<file path="src/hdl/ccse_map.vh">
// ccse_map.vh: register offsets, field positions and reset values of the
// completion status encoder. definitions only, included by bare name.
`ifndef CCSE_MAP_VH
`define CCSE_MAP_VH

// ----
// register byte offsets on the axi4-lite slave
// ----
`define CCSE_OFF_STATUS 8'h00
`define CCSE_OFF_ERROR 8'h04
`define CCSE_OFF_CONFIG 8'h08
`define CCSE_OFF_LBA_LO 8'h0c
`define CCSE_OFF_LBA_HI 8'h10
`define CCSE_OFF_COUNT 8'h14
`define CCSE_OFF_LOGINFO 8'h18
`define CCSE_OFF_STRLOG 8'h1c

// ----
// status byte bit positions
// ----
`define CCSE_ST_BUSY 7
`define CCSE_ST_READY 6
`define CCSE_ST_FAULT 5
`define CCSE_ST_DREQ 3
`define CCSE_ST_ALIGN 2
`define CCSE_ST_SENSE 1
`define CCSE_ST_ERR 0

// ----
// error byte bit positions
// ----
`define CCSE_ER_CRC 7
`define CCSE_ER_UNC 6
`define CCSE_ER_IDNF 4
`define CCSE_ER_ABRT 2
`define CCSE_ER_CCTO 0

// ----
// config register fields and reset value
// ----
`define CCSE_CF_LPS_SUP 0
`define CCSE_CF_MIS_SUP 1
`define CCSE_CF_AMODE_LO 2
`define CCSE_CF_AMODE_HI 3
`define CCSE_CF_SENSE_SUP 4
`define CCSE_CF_SENSE_EN 5
`define CCSE_CF_STRM_SUP 6
`define CCSE_CF_DFSENSE_SUP 7
`define CCSE_CF_OOR_ABRT 8
`define CCSE_CF_WIDTH 9
`define CCSE_CF_RESET 9'h000

// alignment reporting codes that enable the alignment bit
`define CCSE_AMODE_A 2'h1
`define CCSE_AMODE_B 2'h2

// axi response codes
`define CCSE_RESP_OKAY 2'h0
`define CCSE_RESP_DECERR 2'h3

`endif

</file>
<file path="src/hdl/ccse_encoder.v">
// ccse_encoder.v: builds the completion status and error bytes, the
// stream error address and count, and the log bookkeeping at command end.
// assumes the command engine gives one cmp_valid pulse per completion with
// its events held valid in that cycle, and a power-on reset on por.
//
// What this block does
// - status byte: busy,ready,fault/stream,drq,align,sense,err
// - alignment bit needs support, mode, clean misaligned write
// - other error hides alignment error
// - every misaligned write logged while log has room
// - stream bit on error in continuous stream
// - stream error gives first lba and count
// - continuous stream error: stream set, err cleared, logged
// - fault condition aborts all but request-sense-ext
// - request-sense-ext under fault may succeed with sense
// - fault bit cleared only by power cycle
// - error summary equals or of error byte outside continuous stream errors
// - sense bit when supported, enabled and present
// - sense bit meaningless when sense off
// - error byte: crc,unc,idnf,abort,timeout; others obsolete
// - abort bit follows command aborted
// - out-of-range sets exactly one of idnf/abort
// - missing user address sets idnf, clears abort
// - crc bit on dma crc error, forces abort
// - timeout bit only for supported stream timeout
// - uncorrectable bit follows data error
// - ncq tag reported in count on error
//
// Implementation choices: the AXI4-Lite slave port and the register addresses.
`timescale 1ns/10ps
`include "ccse_map.vh"

module ccse_encoder #(
    parameter LOG_DEPTH = 255,
    parameter TAG_W = 5
) (
    // clock and resets
    input wire clk,
    input wire rst,
    input wire por,
    // axi4-lite write address and data
    input wire [7:0] s_axi_awaddr,
    input wire s_axi_awvalid,
    output wire s_axi_awready,
    input wire [31:0] s_axi_wdata,
    input wire [3:0] s_axi_wstrb,
    input wire s_axi_wvalid,
    output wire s_axi_wready,
    // axi4-lite write response
    output reg [1:0] s_axi_bresp,
    output reg s_axi_bvalid,
    input wire s_axi_bready,
    // axi4-lite read
    input wire [7:0] s_axi_araddr,
    input wire s_axi_arvalid,
    output wire s_axi_arready,
    output reg [31:0] s_axi_rdata,
    output reg [1:0] s_axi_rresp,
    output reg s_axi_rvalid,
    input wire s_axi_rready,
    // transport status bits
    input wire tr_busy,
    input wire tr_ready,
    input wire tr_drq,
    // completion strobe and command kind
    input wire cmp_valid,
    input wire cmd_write,
    input wire cmd_stream_rd,
    input wire cmd_stream_wr,
    input wire cmd_continuous,
    input wire cmd_req_sense_ext,
    input wire cmd_ncq,
    input wire cmd_integrity,
    input wire [TAG_W-1:0] ncq_tag,
    // completion events
    input wire ev_crc,
    input wire ev_unc,
    input wire ev_not_found,
    input wire ev_out_of_range,
    input wire ev_abort,
    input wire ev_timeout,
    input wire ev_misalign,
    input wire ev_sense,
    input wire [47:0] ev_err_lba,
    input wire [15:0] ev_err_count,
    // device integrity condition
    input wire fault_cond,
    // completion outputs
    output reg [7:0] status_q,
    output reg [7:0] error_q,
    output reg [47:0] lba_q,
    output reg [15:0] count_q,
    output reg sense_hw_fail_q,
    output reg done_q,
    // log write pulses
    output reg mis_log_wr_q,
    output reg rd_strlog_wr_q,
    output reg wr_strlog_wr_q
);

    // ----
    // state
    // ----
    // rst spares fault_q
    // por alone clears it
    reg [`CCSE_CF_WIDTH-1:0] cfg_q; // software configuration
    reg fault_q; // sticky device fault
    reg [7:0] mis_cnt_q; // misalignment log entries used
    reg [7:0] rd_strlog_q; // last error byte saved for read stream
    reg [7:0] wr_strlog_q; // last error byte saved for write stream
    reg aw_full_q; // write address held
    reg w_full_q; // write data held
    reg [7:0] aw_addr_q;
    reg [31:0] w_data_q;
    reg [3:0] w_strb_q;

    // config fields
    // one bit each, mode has two
    // all low after rst
    wire lps_sup = cfg_q[`CCSE_CF_LPS_SUP];
    wire mis_sup = cfg_q[`CCSE_CF_MIS_SUP];
    wire [1:0] amode = cfg_q[`CCSE_CF_AMODE_HI:`CCSE_CF_AMODE_LO];
    wire sense_sup = cfg_q[`CCSE_CF_SENSE_SUP];
    wire sense_en = cfg_q[`CCSE_CF_SENSE_EN];
    wire strm_sup = cfg_q[`CCSE_CF_STRM_SUP];
    wire dfsense_sup = cfg_q[`CCSE_CF_DFSENSE_SUP];
    wire oor_abrt = cfg_q[`CCSE_CF_OOR_ABRT];

    // ----
    // completion encoding (combinational)
    // ----
    // used in the cmp_valid cycle
    // fault beats every error event
    // stream error hides summary
    reg fault_d;
    reg fault_path; // this command runs under the fault condition
    reg fault_sense_ok; // request-sense-ext answered with hw failure
    reg stream_cmd;
    reg [7:0] err_d;
    reg abort_d;
    reg idnf_d;
    reg any_err;
    reg stream_err;
    reg align_d;
    reg sense_d;
    reg [7:0] status_d;
    reg mis_log_d;

    // fault and error byte decisions
    always @* begin
        // fault only latches on a command that touches user data
        fault_d = fault_q | (cmp_valid & fault_cond & cmd_integrity);
        fault_path = fault_d;
        fault_sense_ok = fault_path & cmd_req_sense_ext & sense_sup & dfsense_sup;
        stream_cmd = cmd_stream_rd | cmd_stream_wr;
        // not-found wins over a plain abort; crc always aborts
        idnf_d = ev_not_found | (ev_out_of_range & ~oor_abrt);
        abort_d = ev_crc | ((ev_abort | (ev_out_of_range & oor_abrt)) & ~ev_not_found);
        err_d = 8'h00;
        if (fault_path) begin
            if (!fault_sense_ok) begin
                // every other command is aborted with the fault bit
                err_d[`CCSE_ER_ABRT] = 1'b1;
            end
        end else begin
            err_d[`CCSE_ER_CRC] = ev_crc;
            err_d[`CCSE_ER_UNC] = ev_unc;
            err_d[`CCSE_ER_IDNF] = idnf_d;
            err_d[`CCSE_ER_ABRT] = abort_d;
            err_d[`CCSE_ER_CCTO] = ev_timeout & strm_sup & stream_cmd;
        end
        // obsolete bits 5, 3 and 1 stay low
        any_err = |err_d;
        stream_err = stream_cmd & cmd_continuous & any_err & ~fault_path;
        // clean misaligned write only, with all support on
        align_d = lps_sup & mis_sup & ((amode == `CCSE_AMODE_A) | (amode == `CCSE_AMODE_B))
                  & cmd_write & ev_misalign & ~any_err;
        // sense data reported only when supported and enabled
        sense_d = sense_sup & sense_en & (ev_sense | fault_sense_ok);
        mis_log_d = cmp_valid & cmd_write & ev_misalign & (mis_cnt_q < LOG_DEPTH[7:0]);
    end

    // status byte assembly
    // bit 4 stays low
    // bit 5 shared by fault, stream
    always @* begin
        status_d = 8'h00;
        status_d[`CCSE_ST_BUSY] = tr_busy;
        status_d[`CCSE_ST_READY] = tr_ready;
        status_d[`CCSE_ST_DREQ] = tr_drq;
        status_d[`CCSE_ST_FAULT] = (fault_path & ~fault_sense_ok) | stream_err;
        status_d[`CCSE_ST_ALIGN] = align_d;
        status_d[`CCSE_ST_SENSE] = sense_d;
        // summary follows the error byte, except for a continuous stream
        status_d[`CCSE_ST_ERR] = any_err & ~stream_err;
    end

    // ----
    // completion registers
    // ----
    // record holds until next completion
    // log pulses last one cycle
    // log count saturates at depth
    // fault bit: only power-on clears it, never rst or a command
    always @(posedge clk) begin
        if (por) begin
            fault_q <= 1'b0;
        end else begin
            fault_q <= fault_d;
        end
    end

    // transport bits follow every cycle; the rest update at completion
    always @(posedge clk) begin
        if (rst) begin
            status_q <= 8'h00;
            error_q <= 8'h00;
            lba_q <= 48'h0;
            count_q <= 16'h0;
            sense_hw_fail_q <= 1'b0;
            done_q <= 1'b0;
            mis_log_wr_q <= 1'b0;
            rd_strlog_wr_q <= 1'b0;
            wr_strlog_wr_q <= 1'b0;
            mis_cnt_q <= 8'h00;
            rd_strlog_q <= 8'h00;
            wr_strlog_q <= 8'h00;
        end else begin
            done_q <= cmp_valid;
            mis_log_wr_q <= mis_log_d;
            rd_strlog_wr_q <= cmp_valid & stream_err & cmd_stream_rd;
            wr_strlog_wr_q <= cmp_valid & stream_err & cmd_stream_wr;
            status_q[`CCSE_ST_BUSY] <= tr_busy;
            status_q[`CCSE_ST_READY] <= tr_ready;
            status_q[`CCSE_ST_DREQ] <= tr_drq;
            if (mis_log_d) begin
                mis_cnt_q <= mis_cnt_q + 8'h01;
            end
            if (cmp_valid) begin
                status_q <= status_d;
                error_q <= err_d;
                sense_hw_fail_q <= fault_sense_ok;
                if (stream_err) begin
                    // first bad sector and run length
                    lba_q <= ev_err_lba;
                    count_q <= ev_err_count;
                    if (cmd_stream_rd) begin
                        rd_strlog_q <= err_d;
                    end
                    if (cmd_stream_wr) begin
                        wr_strlog_q <= err_d;
                    end
                end else if (cmd_ncq && any_err) begin
                    lba_q <= ev_err_lba;
                    count_q <= {{(16-TAG_W){1'b0}}, ncq_tag};
                end else begin
                    lba_q <= 48'h0;
                    count_q <= 16'h0;
                end
            end
        end
    end

    // ----
    // axi4-lite write channel
    // ----
    // a held channel drops ready
    // freed when response rises
    // pending response stalls writes
    assign s_axi_awready = ~aw_full_q;
    assign s_axi_wready = ~w_full_q;

    // byte-lane merge of a write into the config register
    function [31:0] ccse_merge;
        input [31:0] old_v;
        input [31:0] new_v;
        input [3:0] strb;
        integer i;
        begin
            ccse_merge = old_v;
            for (i = 0; i < 4; i = i + 1) begin
                if (strb[i]) begin
                    ccse_merge[i*8 +: 8] = new_v[i*8 +: 8];
                end
            end
        end
    endfunction

    wire [31:0] cfg_ext = {{(32-`CCSE_CF_WIDTH){1'b0}}, cfg_q};
    wire [31:0] cfg_new = ccse_merge(cfg_ext, w_data_q, w_strb_q);
    wire wr_go = aw_full_q & w_full_q & ~s_axi_bvalid;

    // address and data taken in either order, response after both
    always @(posedge clk) begin
        if (rst) begin
            aw_full_q <= 1'b0;
            w_full_q <= 1'b0;
            aw_addr_q <= 8'h00;
            w_data_q <= 32'h0;
            w_strb_q <= 4'h0;
            s_axi_bvalid <= 1'b0;
            s_axi_bresp <= `CCSE_RESP_OKAY;
            cfg_q <= `CCSE_CF_RESET;
        end else begin
            if (s_axi_awvalid && !aw_full_q) begin
                aw_full_q <= 1'b1;
                aw_addr_q <= s_axi_awaddr;
            end
            if (s_axi_wvalid && !w_full_q) begin
                w_full_q <= 1'b1;
                w_data_q <= s_axi_wdata;
                w_strb_q <= s_axi_wstrb;
            end
            if (wr_go) begin
                aw_full_q <= 1'b0;
                w_full_q <= 1'b0;
                s_axi_bvalid <= 1'b1;
                // only config is writable; read-only words ignore writes
                if (aw_addr_q[7:2] == `CCSE_OFF_CONFIG >> 2) begin
                    cfg_q <= cfg_new[`CCSE_CF_WIDTH-1:0];
                    s_axi_bresp <= `CCSE_RESP_OKAY;
                end else if (aw_addr_q[7:2] <= `CCSE_OFF_STRLOG >> 2) begin
                    s_axi_bresp <= `CCSE_RESP_OKAY;
                end else begin
                    s_axi_bresp <= `CCSE_RESP_DECERR;
                end
            end else if (s_axi_bvalid && s_axi_bready) begin
                s_axi_bvalid <= 1'b0;
            end
        end
    end

    // ----
    // axi4-lite read channel
    // ----
    // arready low while data waits
    // unmapped reads zero
    // with a decode error
    assign s_axi_arready = ~s_axi_rvalid;

    // one read at a time; data answered the cycle after arvalid is taken
    always @(posedge clk) begin
        if (rst) begin
            s_axi_rvalid <= 1'b0;
            s_axi_rdata <= 32'h0;
            s_axi_rresp <= `CCSE_RESP_OKAY;
        end else if (s_axi_arvalid && !s_axi_rvalid) begin
            s_axi_rvalid <= 1'b1;
            s_axi_rresp <= `CCSE_RESP_OKAY;
            if (s_axi_araddr[7:2] == `CCSE_OFF_STATUS >> 2) begin
                s_axi_rdata <= {24'h0, status_q};
            end else if (s_axi_araddr[7:2] == `CCSE_OFF_ERROR >> 2) begin
                s_axi_rdata <= {24'h0, error_q};
            end else if (s_axi_araddr[7:2] == `CCSE_OFF_CONFIG >> 2) begin
                s_axi_rdata <= cfg_ext;
            end else if (s_axi_araddr[7:2] == `CCSE_OFF_LBA_LO >> 2) begin
                s_axi_rdata <= lba_q[31:0];
            end else if (s_axi_araddr[7:2] == `CCSE_OFF_LBA_HI >> 2) begin
                s_axi_rdata <= {16'h0, lba_q[47:32]};
            end else if (s_axi_araddr[7:2] == `CCSE_OFF_COUNT >> 2) begin
                s_axi_rdata <= {16'h0, count_q};
            end else if (s_axi_araddr[7:2] == `CCSE_OFF_LOGINFO >> 2) begin
                s_axi_rdata <= {23'h0, fault_q, mis_cnt_q};
            end else if (s_axi_araddr[7:2] == `CCSE_OFF_STRLOG >> 2) begin
                s_axi_rdata <= {16'h0, wr_strlog_q, rd_strlog_q};
            end else begin
                // unmapped word
                s_axi_rdata <= 32'h0;
                s_axi_rresp <= `CCSE_RESP_DECERR;
            end
        end else if (s_axi_rvalid && s_axi_rready) begin
            s_axi_rvalid <= 1'b0;
        end
    end

endmodule

</file>
<file path="config.mk">
export PLATFORM = sky130hd
export DESIGN_NAME = ccse_encoder
export DESIGN_NICKNAME = d
export VERILOG_FILES = /design/src/hdl/ccse_encoder.v
export VERILOG_INCLUDE_DIRS = /design/src /design/src/hdl
export SDC_FILE = /design/constraint.sdc
export NUM_CORES = 1
export LEC_CHECK = 0
export BUFFER_PORTS_ARGS = -buffer_cell sky130_fd_sc_hd__buf_2
export CORE_MARGIN = 8
export CORE_UTILIZATION = 50
export DETAILED_ROUTE_END_ITERATION = 12
export PLACE_DENSITY = 0.81
export SLEW_MARGIN = 25
export SYNTH_ARGS = -nofsm -noshare
export SYNTH_HDL_FRONTEND = slang
export SYNTH_SLANG_ARGS = --single-unit
</file>
<file path="constraint.sdc">
create_clock -name clk -period 5.72 [get_ports clk]
set_input_delay 1.144 -clock clk [delete_from_list [all_inputs] [get_ports clk]]
set_output_delay 1.144 -clock clk [all_outputs]
set_load 0.03 [all_outputs]
</file>
==> metrics.md <==
| Metric | Value |
|---|---|
| Leakage | `0.00385 uW` |
| Number of vias per cell after detailed routing | `5.88` |
| Number of filler cells placed in the layout | `1098` |
| Clock transition at the registers of the reported paths | `0.06 ns` |
| Worst Skew | `0.0149 ns` |
| Met1 Usage GRT | `27.8%` |
| Slew HR | `45.7%` |
| DRC violation total after the first TritonRoute iteration | `437` |
| Total wirelength of the detailed-routed design | `21.8 mm` |
| Proportion of synthesized chip area in sequential cells | `49.5%` |
| Sum of negative setup slack | `0 ns` |
| Required time at the worst-slack endpoint | `6.08 ns` |
| Pwr Density | `326 mW/mm^2` |
| Outcome | `finished clean` |
| Routed length per placed instance | `19.9 um` |
| Insertion delay to the later sink of the worst-skew pair | `0.43 ns` |
| Number of global-route vias before repair | `6235` |
| Starting Density | `50.7%` |
| Fraction of final layout cells sized beyond drive strength 1 | `33.2%` |
| Die footprint | `0.0172 mm^2` |
| Synth unique cells | `58` |
| Flip-flop and latch count after synthesis | `164` |
| Avg Inst Size Synth | `9.59 um^2` |
| Share of the core filled with cells in the final layout | `65.1%` |
| Die height | `131 um` |
| Area used by sequential logic in the layout | `0.00328 mm^2` |
| Worst Setup Slack post-DPL | `1.99 ns` |
| Category of the most critical setup path | `primary input to register` |
| # clock sinks | `164` |
| Count of standard-cell rows | `42` |
| Yosys warning total | `0` |
| # IOs | `275` |
| Data arrival, critical path | `3.37 ns` |
| Number of design rule violations left after detail routing | `0` |
| Total number of vias | `6431` |
| Std-Cell Core Area | `0.0131 mm^2` |
| Total of buffers placed on input and output ports | `241` |
| Area Overhead vs Synth | `28.4%` |
| Detail Route Antenna Nets | `0` |
| H-Tree Depth | `4` |
| Final weighted congestion in routability-driven placement | `0.866` |
| Number of cells produced by synthesis | `692` |
| Inserted Clock Buffers | `17` |
| Cell at the root of the clock tree | `sky130_fd_sc_hd__clkbuf_16` |
| Netlist area before placement | `0.00664 mm^2` |
| Most frequently used flop master after synthesis | `sky130_fd_sc_hd__dfxtp_1` |
| Slew Limit Fails | `0` |
| Worst Hold Class | `register to register` |
| Final cycle utilization of the critical path | `52.6%` |
| Fraction of registers with async set/reset | `0%` |
| Number of endpoints with negative hold slack in the final report | `0` |
| Wire length of the first global-routing pass | `34.0 mm` |
| Final setup violation count | `0` |
| GRT Util Overall | `24.5%` |
| Critical Path Source Type | `primary input` |
| Max clock buf depth | `2` |
| Overflow left after global routing | `0` |
| Clock tree from TritonCTS | `done` |
| Sort of element at the end of the critical path | `register` |
| Setup bufs post-CTS | `0` |
| Unrepaired setup endpoints after global routing | `false` |
| Initial antenna violation count | `1` |
| Max Fanout on Critical Path | `28` |
| Number of enable flip-flop cells after synthesis | `0` |
| Actual slew at the worst max-slew pin | `0.814 ns` |
| HPWL Detailed | `16.1 mm` |
| MaxCap Viol Count | `0` |
| # nets final | `1053` |
| Global-route track usage on met3 | `7.85%` |
| Number of buffers inserted by hold repair at cts | `0` |
| Die X-Extent | `131 um` |
| Post-CTS Resized | `0` |
| Layer with the highest usage after global routing | `met2` |
| Pin count of the biggest net entering global routing | `64` |
| Grt met2 use | `40.5%` |
| Clock period minus final worst setup slack | `3.01 ns` |
| Final setup margin | `2.71 ns` |
| Multi-input combinational cell area | `0.00307 mm^2` |
| Maximum clock frequency | `333 MHz` |
| Number of iterations in the first detailed-routing pass | `5` |
| Worst supply voltage drop on vdd | `0.000212 V` |
-- registers in the layout, summed over array words and instances (netlist names), 2 cells and up --
| register | cells |
|---|---|
| mis_cnt_q | 8 |
| lba_q | 48 |
| cfg_q | 9 |
| rd_strlog_q | 5 |
| status_q | 7 |
| aw_addr_q | 6 |
| w_data_q | 9 |
| error_q | 5 |
| count_q | 16 |
| w_strb_q | 2 |
| s_axi_rdata | 32 |
| wr_strlog_q | 5 |
-- synth_stat cells, types with 3 or more instances --
library cell,number,area [um^2]
sky130_fd_sc_hd__o31a_1,4,35.0
sky130_fd_sc_hd__nor2b_1,10,62.6
sky130_fd_sc_hd__a22o_1,62,543
sky130_fd_sc_hd__clkbuf_1,34,128
sky130_fd_sc_hd__o21a_1,3,22.5
sky130_fd_sc_hd__o2bb2ai_1,3,26.3
sky130_fd_sc_hd__mux4_2,4,90.1
sky130_fd_sc_hd__o2111ai_1,3,26.3
sky130_fd_sc_hd__mux2_2,7,78.8
sky130_fd_sc_hd__nand2b_1,9,56.3
sky130_fd_sc_hd__nor3_1,14,70.1
sky130_fd_sc_hd__xor2_1,4,35.0
sky130_fd_sc_hd__a21oi_1,43,215
sky130_fd_sc_hd__o21ai_0,23,115
sky130_fd_sc_hd__a211oi_1,6,45.0
sky130_fd_sc_hd__buf_4,7,52.6
sky130_fd_sc_hd__or3_1,4,25.0
sky130_fd_sc_hd__nand4_1,10,62.6
sky130_fd_sc_hd__o22ai_1,6,37.5
sky130_fd_sc_hd__nor2_1,74,278
sky130_fd_sc_hd__inv_1,11,41.3
sky130_fd_sc_hd__a31o_2,3,26.3
sky130_fd_sc_hd__mux2i_1,30,300
sky130_fd_sc_hd__o31ai_1,3,22.5
sky130_fd_sc_hd__a221o_1,3,30.0
sky130_fd_sc_hd__dfxtp_1,164,3280
sky130_fd_sc_hd__nand3_1,14,70.1
sky130_fd_sc_hd__buf_2,13,65.1
sky130_fd_sc_hd__nand2_1,43,161
sky130_fd_sc_hd__a32oi_1,3,26.3
sky130_fd_sc_hd__a41oi_1,5,43.8
sky130_fd_sc_hd__or4_1,3,22.5
sky130_fd_sc_hd__a22oi_1,30,225
sky130_fd_sc_hd__buf_1,3,11.3
sky130_fd_sc_hd__or2_2,4,25.0
-- per-layer routing --
layer  routed length, um  part of all wire [%]
met5                   0                     0
met4                 915                   4.2
met3                1680                   7.7
met2               10400                    48
met1                8760                    40
-- worst paths after layout --
kind,to,cells after the start,startpoint,slack [ns]
worst min register to register,w_data_q[4],2,w_data_q[4],0.45
worst max register to register,s_axi_rdata[13],5,s_axi_rvalid,3.22
worst max-delay path,lba_q[27],7,cmp_valid,2.71
worst min-delay path,w_data_q[4],2,w_data_q[4],0.45
-- final cells by class --
cell class	instances	area share, %
Multi-Input combinational cell	461	36.1
Timing Repair Buffer	248	14.8
Inverter	11	0.485
Clock inverter	12	2.10
Clock buffer	20	5.36
Sequential cell	164	38.5
Tap cell	176	2.58
Antenna cell	1	0.0294
-- critical path, cell delays in order --
cell	delay [ns]
sky130_fd_sc_hd__buf_2	0.28
sky130_fd_sc_hd__a31oi_4	0.53
sky130_fd_sc_hd__o31ai_4	0.17
sky130_fd_sc_hd__o31ai_4	0.42
sky130_fd_sc_hd__buf_6	0.26
sky130_fd_sc_hd__buf_4	0.33
sky130_fd_sc_hd__a22o_1	0.20
-- cell families after synthesis --
logic type	synth area share, %
flops	49.5
compound gates	24.0
simple gates	13.9
xor+xnor	0.528
buf+inv	4.83
fa+ha+maj	0.188
mux	7.07
other cells	0.0565
-- per-stage QoR --
| step | instance area (um^2) | total power [uW] | std cells | hold WS, ns |
|---|---|---|---|---|
| after CTS | 8510 | 2790 | 1091 | 0.456 |
| final | 8520 | 2780 | 1093 | 0.454 |
| after floorplan | 6650 | 1460 | 695 | 0.436 |
| after detailed placement | 7870 | 1580 | 1059 | 0.447 |
| after global placement | 7870 | 1580 | 1059 | 0.442 |
| after global routing | 8520 | 2870 | 1093 | 0.476 |
-- power by group --
group	leakage [uW]	internal, uW	switching (uW)	total (uW)
Sequential	0.00134	1190	40.4	1230
Clock	0.000302	754	461	1210
Combinational	0.00221	116	220	336
Total	0.00385	2060	721	2780
-- placed cells by master, fill, tap and decap left out, types with 4 or more instances in the layout --
cell type | Yosys | routed
sky130_fd_sc_hd__conb_1 | 1 | 4
sky130_fd_sc_hd__or3_1 | 4 | 4
sky130_fd_sc_hd__nor2b_1 | 10 | 10
sky130_fd_sc_hd__nand4_1 | 10 | 10
sky130_fd_sc_hd__nand2b_1 | 9 | 9
sky130_fd_sc_hd__a22oi_1 | 30 | 30
sky130_fd_sc_hd__mux2i_1 | 30 | 30
sky130_fd_sc_hd__a22o_1 | 62 | 62
sky130_fd_sc_hd__mux2_2 | 7 | 7
sky130_fd_sc_hd__clkbuf_16 | 0 | 17
sky130_fd_sc_hd__xor2_1 | 4 | 4
sky130_fd_sc_hd__o21ai_0 | 23 | 23
sky130_fd_sc_hd__nor2_1 | 74 | 73
sky130_fd_sc_hd__bufinv_16 | 0 | 4
sky130_fd_sc_hd__nand3_1 | 14 | 14
sky130_fd_sc_hd__nor3_1 | 14 | 13
sky130_fd_sc_hd__buf_4 | 7 | 7
sky130_fd_sc_hd__dfxtp_1 | 164 | 164
sky130_fd_sc_hd__or2_2 | 4 | 4
sky130_fd_sc_hd__buf_2 | 13 | 240
sky130_fd_sc_hd__a211oi_1 | 6 | 6
sky130_fd_sc_hd__nand2_1 | 43 | 43
sky130_fd_sc_hd__o31a_1 | 4 | 4
sky130_fd_sc_hd__a21oi_1 | 43 | 43
sky130_fd_sc_hd__inv_1 | 11 | 11
sky130_fd_sc_hd__mux4_2 | 4 | 4
sky130_fd_sc_hd__a41oi_1 | 5 | 5
sky130_fd_sc_hd__o22ai_1 | 6 | 6
(Power assumes the default switching activity.)
